===== src/towg_pkg.sv =====
// Constants for the timer output waveform generator of one comparator pair.
// Assumes a single 125 MHz clock; the counter rate arrives as an enable pulse.
package towg_pkg;

  // ----------------------------------------------------------------
  // Register map (byte addresses on the AHB-Lite port)
  // ----------------------------------------------------------------
  localparam logic [7:0] TOWG_OFS_CTL_EVEN = 8'h00; // Control of channel m (even)
  localparam logic [7:0] TOWG_OFS_CTL_ODD = 8'h04;  // Control of channel m+1 (odd)
  localparam logic [7:0] TOWG_OFS_STATUS = 8'h08;   // Read-only output state

  // ----------------------------------------------------------------
  // Control register field positions
  // ----------------------------------------------------------------
  localparam int TOWG_BIT_CAPSEL = 0;    // compare_or_capture_select
  localparam int TOWG_BIT_POL = 1;       // output_polarity_flip
  localparam int TOWG_BIT_MODE_LO = 2;   // output_wave_mode low bit
  localparam int TOWG_BIT_MODE_HI = 4;   // output_wave_mode high bit
  localparam int TOWG_BIT_SWLVL = 5;     // sw_output_level
  localparam int TOWG_BIT_PAIRED = 6;    // paired_hit_select

  // Reset value and writable bits (bit 7 is reserved, reads zero)
  localparam logic [15:0] TOWG_CTL_RESET = 16'h0000;
  localparam logic [15:0] TOWG_CTL_WMASK = 16'hFF7F;

  // ----------------------------------------------------------------
  // Status register field positions
  // ----------------------------------------------------------------
  localparam int TOWG_BIT_ST_OUT_EVEN = 0;
  localparam int TOWG_BIT_ST_OUT_ODD = 1;
  localparam int TOWG_BIT_ST_ACT_EVEN = 2;
  localparam int TOWG_BIT_ST_ACT_ODD = 3;

  // ----------------------------------------------------------------
  // Output generation modes
  // ----------------------------------------------------------------
  localparam logic [2:0] TOWG_MODE_SW = 3'h0;
  localparam logic [2:0] TOWG_MODE_SET = 3'h1;
  localparam logic [2:0] TOWG_MODE_TGL_RST = 3'h2;
  localparam logic [2:0] TOWG_MODE_SET_RST = 3'h3;
  localparam logic [2:0] TOWG_MODE_TGL = 3'h4;
  localparam logic [2:0] TOWG_MODE_RST = 3'h5;
  localparam logic [2:0] TOWG_MODE_TGL_SET = 3'h6;
  localparam logic [2:0] TOWG_MODE_RST_SET = 3'h7;

  // ----------------------------------------------------------------
  // Counter direction encoding on cnt_mode
  // ----------------------------------------------------------------
  localparam logic [1:0] TOWG_CNT_UP = 2'h0;
  localparam logic [1:0] TOWG_CNT_DOWN = 2'h1;
  localparam logic [1:0] TOWG_CNT_UPDOWN = 2'h2;

  // ----------------------------------------------------------------
  // AHB-Lite encodings
  // ----------------------------------------------------------------
  localparam logic [1:0] TOWG_HTRANS_NONSEQ = 2'h2;
  localparam logic TOWG_HRESP_OKAY = 1'b0;

endpackage


===== src/towg_top.sv =====
// Output waveform generator for one comparator pair of a 16-bit timer unit.
// Assumes compare hits and counter max/zero are one-cycle pulses on clk that
// line up with cnt_tick, the counter clock enable from the timer's divider.
//
// Summary of operation
// - Software mode drives output from level bit
// - Level and mode ignored in capture mode
// - Mode 0x0 follows level bit on each tick in compare mode
// - Mode 0x7: hit clears, max/zero sets
// - Mode 0x6: hit toggles, max/zero sets
// - Mode 0x5: any pair hit clears output
// - Mode 0x4: any pair hit toggles output
// - Mode 0x3: hit sets, max/zero clears
// - Mode 0x2: hit toggles, max/zero clears
// - Mode 0x1: any pair hit sets output
// - Paired: peer hit replaces max/zero event
// - Per-channel polarity select bit
// - Polarity 1 means active low
// - Pairing bit picks pair hits or max/zero
// - Mode bit 0 compare, 1 capture
`timescale 1ns/1ps

module towg_top
  import towg_pkg::*;
(
  input wire logic clk,
  input wire logic rstn,
  // AHB-Lite slave port
  input wire logic hsel,
  input wire logic [31:0] haddr,
  input wire logic [1:0] htrans,
  input wire logic hwrite,
  input wire logic [2:0] hsize,
  input wire logic [31:0] hwdata,
  input wire logic hready,
  output logic [31:0] hrdata,
  output logic hreadyout,
  output logic hresp,
  // Timer events
  input wire logic cnt_tick,
  input wire logic [1:0] cnt_mode,
  input wire logic counter_max,
  input wire logic counter_zero,
  input wire logic match_even,
  input wire logic match_odd,
  // Output pins
  output logic channel_wave_output_even,
  output logic channel_wave_output_odd
);

  // ----------------------------------------------------------------
  // Next active level of one channel
  // ----------------------------------------------------------------
  // Level events beat a toggle; a clear beats a set. Both channels share it.
  function automatic logic wave_next(
    input logic act,
    input logic [15:0] ctl,
    input logic own_hit,
    input logic peer_hit,
    input logic [1:0] cmode,
    input logic cmax,
    input logic czero
  );
    logic edge_evt;
    logic any_hit;
    logic [2:0] mode;
    logic res;
    edge_evt = 1'b0;
    any_hit = 1'b0;
    mode = ctl[TOWG_BIT_MODE_HI:TOWG_BIT_MODE_LO];
    res = act;
    // Second event: peer hit when paired, else max or zero by direction
    if (ctl[TOWG_BIT_PAIRED]) begin
      edge_evt = peer_hit;
    end else if (cmode == TOWG_CNT_DOWN) begin
      edge_evt = czero;
    end else begin
      edge_evt = cmax;
    end
    // Single-event modes react to either hit of the pair when paired
    any_hit = own_hit || (ctl[TOWG_BIT_PAIRED] && peer_hit);
    case (mode)
      TOWG_MODE_SW: begin
        res = ctl[TOWG_BIT_SWLVL];
      end
      TOWG_MODE_SET: begin
        if (any_hit) begin
          res = 1'b1;
        end
      end
      TOWG_MODE_TGL_RST: begin
        if (edge_evt) begin
          res = 1'b0;
        end else if (own_hit) begin
          res = !act;
        end
      end
      TOWG_MODE_SET_RST: begin
        if (edge_evt) begin
          res = 1'b0;
        end else if (own_hit) begin
          res = 1'b1;
        end
      end
      TOWG_MODE_TGL: begin
        if (any_hit) begin
          res = !act;
        end
      end
      TOWG_MODE_RST: begin
        if (any_hit) begin
          res = 1'b0;
        end
      end
      TOWG_MODE_TGL_SET: begin
        if (edge_evt) begin
          res = 1'b1;
        end else if (own_hit) begin
          res = !act;
        end
      end
      TOWG_MODE_RST_SET: begin
        if (own_hit) begin
          res = 1'b0;
        end else if (edge_evt) begin
          res = 1'b1;
        end
      end
      default: begin
        res = act;
      end
    endcase
    return res;
  endfunction

  // ----------------------------------------------------------------
  // Read mux of the register file
  // ----------------------------------------------------------------
  function automatic logic [31:0] reg_read(
    input logic [7:0] addr,
    input logic [15:0] ce,
    input logic [15:0] co,
    input logic [3:0] st
  );
    logic [31:0] val;
    val = 32'h0000_0000;
    case (addr)
      TOWG_OFS_CTL_EVEN: val = {16'h0000, ce};
      TOWG_OFS_CTL_ODD: val = {16'h0000, co};
      TOWG_OFS_STATUS: val = {28'h000_0000, st};
      default: val = 32'h0000_0000; // Unmapped reads as zero
    endcase
    return val;
  endfunction

  // ----------------------------------------------------------------
  // Bus front end
  // ----------------------------------------------------------------
  logic rd_req; // Read accepted in this address phase
  logic [7:0] rd_addr; // Its address
  logic wr_req; // Write data phase in this cycle
  logic [7:0] wr_addr; // Its address

  towg_bus_front u_front (
    .clk(clk),
    .rstn(rstn),
    .hsel(hsel),
    .haddr(haddr),
    .htrans(htrans),
    .hwrite(hwrite),
    .hready(hready),
    .hreadyout(hreadyout),
    .hresp(hresp),
    .rd_req(rd_req),
    .rd_addr(rd_addr),
    .wr_req(wr_req),
    .wr_addr(wr_addr)
  );

  // ----------------------------------------------------------------
  // Control registers
  // ----------------------------------------------------------------
  logic [15:0] ctl_even; // channel_control_reg of the even channel
  logic [15:0] ctl_odd; // channel_control_reg of the odd channel
  logic [15:0] next_ctl_even;
  logic [15:0] next_ctl_odd;
  logic [15:0] wdata_m; // Masked write data, reserved bit forced low

  // Only word writes are expected; any size writes the low half-word
  assign wdata_m = hwdata[15:0] & TOWG_CTL_WMASK;

  // Next values of the control registers
  always_comb begin
    next_ctl_even = ctl_even;
    next_ctl_odd = ctl_odd;
    if (wr_req && (wr_addr == TOWG_OFS_CTL_EVEN)) begin
      next_ctl_even = wdata_m;
    end
    if (wr_req && (wr_addr == TOWG_OFS_CTL_ODD)) begin
      next_ctl_odd = wdata_m;
    end
  end

  // Register the control values
  always_ff @(posedge clk or negedge rstn) begin
    if (!rstn) begin
      ctl_even <= TOWG_CTL_RESET;
      ctl_odd <= TOWG_CTL_RESET;
    end else begin
      ctl_even <= next_ctl_even;
      ctl_odd <= next_ctl_odd;
    end
  end

  // ----------------------------------------------------------------
  // Waveform state
  // ----------------------------------------------------------------
  logic act_even; // Active level of the even channel
  logic act_odd; // Active level of the odd channel
  logic next_act_even;
  logic next_act_odd;
  logic next_out_even;
  logic next_out_odd;
  logic cmp_even; // Even channel in comparator mode
  logic cmp_odd; // Odd channel in comparator mode

  assign cmp_even = !ctl_even[TOWG_BIT_CAPSEL];
  assign cmp_odd = !ctl_odd[TOWG_BIT_CAPSEL];

  // Next level of each channel; pin follows on the same edge.
  // Capture mode freezes both the level and the pin, so a capture setup
  // does not glitch the load driven from this pin.
  always_comb begin
    next_act_even = act_even;
    next_act_odd = act_odd;
    next_out_even = channel_wave_output_even;
    next_out_odd = channel_wave_output_odd;
    if (cnt_tick && cmp_even) begin
      next_act_even = wave_next(act_even, ctl_even, match_even, match_odd,
                                cnt_mode, counter_max, counter_zero);
      // Active high unless the flip bit asks for active low
      next_out_even = next_act_even ^ ctl_even[TOWG_BIT_POL];
    end
    if (cnt_tick && cmp_odd) begin
      // Odd channel swaps own and peer hit
      next_act_odd = wave_next(act_odd, ctl_odd, match_odd, match_even,
                               cnt_mode, counter_max, counter_zero);
      next_out_odd = next_act_odd ^ ctl_odd[TOWG_BIT_POL];
    end
  end

  // Register level and pin; reset lands on the inactive level
  always_ff @(posedge clk or negedge rstn) begin
    if (!rstn) begin
      act_even <= 1'b0;
      act_odd <= 1'b0;
      channel_wave_output_even <= 1'b0;
      channel_wave_output_odd <= 1'b0;
    end else begin
      act_even <= next_act_even;
      act_odd <= next_act_odd;
      channel_wave_output_even <= next_out_even;
      channel_wave_output_odd <= next_out_odd;
    end
  end

  // ----------------------------------------------------------------
  // Read data
  // ----------------------------------------------------------------
  logic [3:0] status; // Live output state for software
  logic [31:0] next_hrdata;

  assign status = {act_odd, act_even, channel_wave_output_odd,
                   channel_wave_output_even};

  // Read data is formed in the address phase from next values, so a read
  // right behind a write to the same register sees the new value
  always_comb begin
    next_hrdata = 32'h0000_0000;
    if (rd_req) begin
      next_hrdata = reg_read(rd_addr, next_ctl_even, next_ctl_odd, status);
    end
  end

  // Hold data into the data phase
  always_ff @(posedge clk or negedge rstn) begin
    if (!rstn) begin
      hrdata <= 32'h0000_0000;
    end else begin
      hrdata <= next_hrdata;
    end
  end

  // hsize is accepted but not decoded: only whole-word transfers occur
  logic hsize_unused;
  assign hsize_unused = ^hsize;

endmodule


===== src/towg_bus_front.sv =====
// AHB-Lite slave front end: captures the address phase, answers with no wait.
// Assumes hready is this slave's own hreadyout (single slave on the bus).
`timescale 1ns/1ps

module towg_bus_front
  import towg_pkg::*;
(
  input wire logic clk,
  input wire logic rstn,
  input wire logic hsel,
  input wire logic [31:0] haddr,
  input wire logic [1:0] htrans,
  input wire logic hwrite,
  input wire logic hready,
  output logic hreadyout,
  output logic hresp,
  output logic rd_req,
  output logic [7:0] rd_addr,
  output logic wr_req,
  output logic [7:0] wr_addr
);

  // ----------------------------------------------------------------
  // Address phase decode
  // ----------------------------------------------------------------
  logic take; // A transfer is accepted at this edge
  logic next_wr_pend; // Write data phase follows
  logic [7:0] next_wr_addr; // Address of that write
  logic wr_pend; // Registered write data phase flag
  logic [7:0] wr_addr_q; // Registered write address

  // Only bit 1 of htrans matters: SEQ never comes, IDLE and BUSY are ignored
  assign take = hsel && hready && htrans[1];
  assign rd_req = take && !hwrite;
  assign rd_addr = haddr[7:0];

  // Zero wait states and always OKAY keep the master simple
  assign hreadyout = 1'b1;
  assign hresp = TOWG_HRESP_OKAY;

  // Next state of the write data phase tracker
  always_comb begin
    next_wr_pend = take && hwrite;
    next_wr_addr = take ? haddr[7:0] : wr_addr_q;
  end

  // Register the address phase
  always_ff @(posedge clk or negedge rstn) begin
    if (!rstn) begin
      wr_pend <= 1'b0;
      wr_addr_q <= 8'h00;
    end else begin
      wr_pend <= next_wr_pend;
      wr_addr_q <= next_wr_addr;
    end
  end

  assign wr_req = wr_pend;
  assign wr_addr = wr_addr_q;

endmodule


===== config.mk =====
export PLATFORM = sky130hd
export DESIGN_NAME = towg_top
export DESIGN_NICKNAME = d
export VERILOG_FILES = /design/src/towg_pkg.sv /design/src/towg_top.sv /design/src/towg_bus_front.sv
export SDC_FILE = /design/constraint.sdc
export NUM_CORES = 1
export LEC_CHECK = 0
export BUFFER_PORTS_ARGS = -buffer_cell sky130_fd_sc_hd__buf_2
export CORE_MARGIN = 1
export CORE_UTILIZATION = 45
export CTS_BUF_LIST = sky130_fd_sc_hd__clkbuf_8
export CTS_CLUSTER_SIZE = 25
export DETAILED_ROUTE_END_ITERATION = 10
export PLACE_DENSITY = 0.75
export SLEW_MARGIN = 20
export SYNTH_ARGS = -nofsm -noshare
export SYNTH_HDL_FRONTEND = slang
export SYNTH_SLANG_ARGS = --single-unit

===== constraint.sdc =====
create_clock -name clk -period 3.7 [get_ports clk]
set_input_delay 0.555 -clock clk [delete_from_list [all_inputs] [get_ports clk]]
set_output_delay 0.555 -clock clk [all_outputs]
set_load 0.01 [all_outputs]

==> impl_metrics.yaml, run 1 <==
worst_setup_path:
  crit_path_cell_trace: "nor4_4, nand2_2, nor2_4, mux2_2, a221oi_1, nor2_1"
  cp.arrival_ns: 2.40
  cp_slowest_cell: "dfrtp_1"
  path_delay_family: "simple AND/OR/NAND/NOR gates"
  cp_num_buf_inv: 0
  path_max_fanout: 16
  path_class: "reg2reg"
  end_kind: "register"
  cp-start-kind: "register"
  required_ns: 3.90
  max_stage_delay_ns: 0.42
clock_tree:
  cts_sinks: 61
  clk_pin_slew_ns: 0.07
  root_buffer: "clkbuf_8"
  cts_htree_levels: 3
  cts-buffers-inserted: 9
  cts_tree: "built"
  cts_hold_buf: 0
  cts_setup_buffers: 0
  clock_latency_ns: 0.34
  clockBufferDepth: 2
  cts_resized: 0
run:
  max_cap_viol_count: 0
yosys:
  syn_area_um2: 2960
  netlist.top_cell.by_area: "dfrtp_1"
  async_flop_share: 1.00
  synthCells: 253
  ys_ff_latch: 61
  synth_area_per_cell_um2: 11.7
  synth_most_common_cell: "dfrtp_1"
  synth.top_cells.by_count: "61 x dfrtp_1, 38 x mux2_2, 28 x nand2_1, 20 x a21oi_1, 19 x buf_4"
  ys.flop_type: "dfrtp_1"
  yosysUniqueCellTypes: 45
  ys_warn_count: 0
  synth_seq_area_share: 0.515
  synth-edff-count: 0
  synth_area_leaders: "dfrtp_1 52%, mux2_2 14%, buf_4 4.8%, nand2_1 3.5%, a21oi_1 3.4%"
  synth_top_area_frac: 0.515
timing:
  finalSetupViolCount: 0
  tns_ns: 0
  final.setup_skew_ns: 0.00636
  slew_headroom: 0.402
  rsz0062_at_grt: "false"
  fin_crit_sh: 0.595
  worst_slew_pin_slew_ns: 0.896
  slew_viol_final: 0
  fmax_ghz: 0.454
  hold_viol: 0
  fin_crit_ns: 2.20
floorplan:
  die_area_um2: 6910
  core_area_um2: 6350
  die_h_um: 83.1
  die_w_um: 83.1
  num_rows: 29
  io_pins: 117
  initial_core_util: 0.467
power:
  clkPwrFrac: 0.355
  p_leak_nw: 1.63
  ir_drop_v: 0.000340
  pwr-share-comb: 0.133
  power_density_nw_per_um2: 435
  p_seq_frac: 0.512
  power_mw: 1.48
  swShare: 0.267
  p_switching_uw: 397
  p_int_mw: 1.09
placed_design:
  hpwl_um: 3940
  gp_congestion: 0.736
  port_buffers: 53
hold_path:
  min_path_type: "in2async"
global_route:
  grt_overflow_total: 0
  grt_pass1_wl_um: 9320
  antenna_found_initial: 0
  grt_max_degree: 42
  grt_usage: 0.175
  grt_pass1_vias: 1976
routing:
  ant_nets: 0
  wl_per_cell_um: 14.4
  drc: 0
  vias: 2041
  post_drt_via_cell_ratio: 5.18
  drtPass1Iterations: 4
  drtIter0Drc: 107
  finalWirelength_um: 5660
finish:
  syn_to_final_growth_pct: 15.1
  drive_gt1_frac: 0.375
  n_antenna_cell: 0
  layout.nets: 399
status:
  status: "completed"
-- cell usage in the layout, fill, tap and decap left out, types with 3 or more instances in the layout --
cell | netlist | routed
dfrtp_1 | 61 | 61
buf_2 | 4 | 53
mux2_2 | 38 | 38
nand2_1 | 28 | 28
a21oi_1 | 20 | 20
conb_1 | 2 | 18
inv_1 | 11 | 12
clkbuf_8 | 0 | 11
nor2_1 | 8 | 8
ha_1 | 6 | 6
nor2b_1 | 5 | 5
a211o_1 | 5 | 5
a22oi_1 | 4 | 4
nand2b_1 | 3 | 3
a31oi_1 | 3 | 3
nor3_1 | 3 | 3
clkinv_2 | 0 | 3
buf_4 | 19 | 3
-- worst reg2reg max path, cell delays in order (launching register included) --
cell      delay [ns]
dfrtp_1         0.42
nor4_4          0.36
nand2_2         0.11
nor2_4          0.42
mux2_2          0.41
a221oi_1        0.29
nor2_1          0.06
-- worst paths after layout --
path / startpoint / endpoint / slack (ns) / cells past startpoint
setup / recovery: u_front.wr_addr[5] / hrdata[3] / 1.50 / 6
hold / removal: rstn / ctl_odd[11] / 0.34 / 1
setup reg to reg: u_front.wr_addr[5] / hrdata[3] / 1.50 / 6
hold reg to reg: ctl_odd[7] / ctl_odd[7] / 0.49 / 1
max in group asynchronous: rstn / u_front.wr_addr[7] / 2.54 / 2
min in group clk: hwrite / u_front.wr_req / 0.44 / 3
-- power groups by stage --
stage	clock network [mW]	registers, mW	logic, mW
final	0.527	0.760	0.197
after CTS	0.533	0.760	0.198
after global routing	0.561	0.766	0.218
after detailed placement	0	0.773	0.197
after global placement	0	0.769	0.189
after floorplan	0	0.762	0.145
-- metrics by stage --
stage | worst slack (ns) | util | cells | hold WS (ns) | cell area [µm²]
2_1_floorplan | 1.62 | - | 269 | 0.259 | 3020
3_3_place_gp | 1.39 | 0.509 | 378 | 0.464 | 3230
3_5_place_dp | 1.36 | 0.509 | 378 | 0.474 | 3230
4_1_cts | 1.46 | 0.537 | 394 | 0.378 | 3410
5_1_grt | 1.32 | 0.537 | 394 | 0.419 | 3410
6_report | 1.50 | 0.537 | 394 | 0.341 | 3410
-- kinds of logic after synthesis --
group | after synthesis | share of synthesized area
AO/OA/AOI/OAI | 43 | 0.0967
other | 2 | 0.00253
adder cells (fa/ha/maj) | 6 | 0.0253
flip-flops | 61 | 0.515
buffers and inverters | 35 | 0.0726
multiplexers | 41 | 0.159
AND/OR/NAND/NOR | 65 | 0.128
-- layout make-up --
cell class / instances / area [µm²]
Sequential cell: 61 / 1530
Clock inverter: 5 / 26.3
Multi-Input combinational cell: 173 / 1280
Inverter: 11 / 41.3
Timing Repair Buffer: 56 / 288
Clock buffer: 11 / 151
Tap cell: 77 / 96.3
Fill cell: 569 / 2940
-- metal layers --
metal | GRT usage | vias up | part of all wire
met5 | 0 | - | 0
met4 | 0.0752 | 0 | 0.019
met3 | 0.0567 | 10 | 0.051
met2 | 0.270 | 56 | 0.49
met1 | 0.225 | 1000 | 0.45
li1 | - | 975 | -
-- registers in the layout, indices dropped and copies added, names as in the netlist --
| signal | flops |
|---|---|
| u_front.wr_addr | 8 |
| ctl_even | 16 |
| hrdata | 16 |
| act_odd | 1 |
| channel_wave_output_even | 1 |
| channel_wave_output_odd | 1 |
| ctl_odd | 16 |
| act_even | 1 |
| u_front.wr_req | 1 |
Note: power is estimated with default switching activity, not from simulation.
==> run 2: changes to the inputs <==
--- a/config.mk
+++ b/config.mk
@@ -11,7 +11,7 @@
 export CTS_BUF_LIST = sky130_fd_sc_hd__clkbuf_8
 export CTS_CLUSTER_SIZE = 25
 export DETAILED_ROUTE_END_ITERATION = 10
-export PLACE_DENSITY = 0.75
+export PLACE_DENSITY = 0.78
 export SLEW_MARGIN = 20
 export SYNTH_ARGS = -nofsm -noshare
 export SYNTH_HDL_FRONTEND = slang
==> constraint.sdc (replaced) <==
create_clock -name clk -period 2 [get_ports clk]
set_input_delay 0.3 -clock clk [delete_from_list [all_inputs] [get_ports clk]]
set_output_delay 0.3 -clock clk [all_outputs]
set_load 0.01 [all_outputs]
==> impl_metrics.yaml, run 2 (synthesis results as in run 1) <==
finish:
  drive_gt1_frac: 0.434
  reg_top3: "ctl_even (16), ctl_odd (16), hrdata (16)"
  regArea_um2: 1530
  layout_commonest_cell: "dfrtp_1"
  syn_to_final_growth_pct: 21.8
  n_antenna_cell: 0
  fillCellCount: 544
  multi_input_area_um2: 1340
  final_cell_mix: "61 x dfrtp_1, 53 x buf_2, 38 x mux2_2, 28 x nand2_1"
  layout.nets: 415
  stdcell_count: 409
placed_design:
  hpwl_um: 4070
  port_buffers: 53
  gp_congestion: 0.769
  dp.cells: 388
timing:
  fin_crit_ns: 1.97
  fmax_ghz: 0.507
  fin_crit_sh: 0.986
  finalSetupViolCount: 0
  hold_viol: 0
  slew_viol_final: 0
  hold_ws_ns: 0.189
  final.setup_skew_ns: 0.00846
clock_tree:
  cts_htree_levels: 3
  clk_pin_slew_ns: 0.06
  clock_latency_ns: 0.34
  cts-buffers-inserted: 9
  root_buffer: "clkbuf_8"
  cts_tree: "built"
  cts_sinks: 61
  clockBufferDepth: 2
routing:
  drc: 0
  wl_per_cell_um: 14.6
  ant_nets: 0
  finalWirelength_um: 5980
  post_drt_via_cell_ratio: 5.12
  vias: 2094
  drtPass1Iterations: 4
  drtIter0Drc: 102
global_route:
  grt_pass1_vias: 2105
  grt_usage: 0.182
  grt_pass1_wl_um: 9740
  grt_overflow_total: 0
  antenna_found_initial: 0
  grt_max_degree: 62
worst_setup_path:
  cp-start-kind: "register"
  end_kind: "register"
  cp.arrival_ns: 2.19
  path_max_fanout: 3
  required_ns: 2.22
  path_class: "reg2reg"
floorplan:
  initial_core_util: 0.467
  die_w_um: 83.1
  core_area_um2: 6350
  die_area_um2: 6910
  io_pins: 117
  die_h_um: 83.1
  num_rows: 29
hold_path:
  min_path_type: "in2reg"
power:
  power_density_nw_per_um2: 795
  p_leak_nw: 1.71
  ir_drop_v: 0.000520
run:
  max_cap_viol_count: 0
status:
  status: "completed"
==> run 2: changes by cell type in the layout (fill, tap and decap cells not counted), sizes merged <==
cell         before  now
dlygate4sd3       0    1
bufinv            0    1
clkbuf           11    9
buf              56   71
==> run 2: timing repair <==
action	in CTS	in global routing
hold buffers	1	0
hold endpoints to repair	61	0
buffers inserted	0	5
resized for setup	1	13
cloned	0	0
endpoints found under the setup margin	1	4
pin swaps	0	4
==> run 2: final cells by class <==
cell class,count,area share
Multi-Input combinational cell,173,0.371
Sequential cell,61,0.423
Inverter,11,0.0114
Tap cell,77,0.0267
Timing Repair Buffer,72,0.118
Clock inverter,6,0.0156
Clock buffer,9,0.0343
==> run 2: worst paths after layout <==
| kind | from | endpoint | slack [ns] | cells past startpoint |
|---|---|---|---|---|
| min in group asynchronous | rstn | ctl_odd[6] | 0.50 | 3 |
| max in group asynchronous | rstn | u_front.wr_addr[3] | 1.24 | 3 |
| setup / recovery | act_even | channel_wave_output_even | 0.03 | 7 |
| setup reg to reg | act_even | channel_wave_output_even | 0.03 | 7 |
| hold reg to reg | ctl_odd[7] | ctl_odd[7] | 0.50 | 1 |
| hold / removal | hwrite | u_front.wr_req | 0.19 | 3 |
==> run 2: metal layers <==
layer / track usage / part of all wire
met3: 0.0447 / 0.035
met4: 0.108 / 0.029
met1: 0.225 / 0.45
met5: 0 / 0
met2: 0.290 / 0.48
==> run 2: report_power, final <==
part	total [mW]	internal (mW)	switching [mW]
Sequential	1.40	1.33	0.0765
Clock	1.02	0.556	0.461
Combinational	0.450	0.237	0.214
==> run 2: stage by stage <==
stage          instance area, µm²  worst slack, ns  power [mW]   util  setup TNS, ns
4_1_cts                      3510          0.00141        2.84  0.553              0
3_5_place_dp                 3320          -0.0845        1.82  0.523         -0.115
6_report                     3610           0.0274        2.87  0.568              0
5_1_grt                      3610          -0.0111        3.01  0.568        -0.0164
3_3_place_gp                 3320          -0.0557        1.80  0.523        -0.0557
2_1_floorplan                3020           0.0712        1.68      -              0
==> run 2: worst max-delay path, stage by stage (launching register included) <==
cell,delay [ns]
dfrtp_1,0.36
inv_2,0.06
ha_4,0.25
inv_1,0.04
mux4_2,0.45
a211o_1,0.27
nor4b_4,0.14
a211o_1,0.27
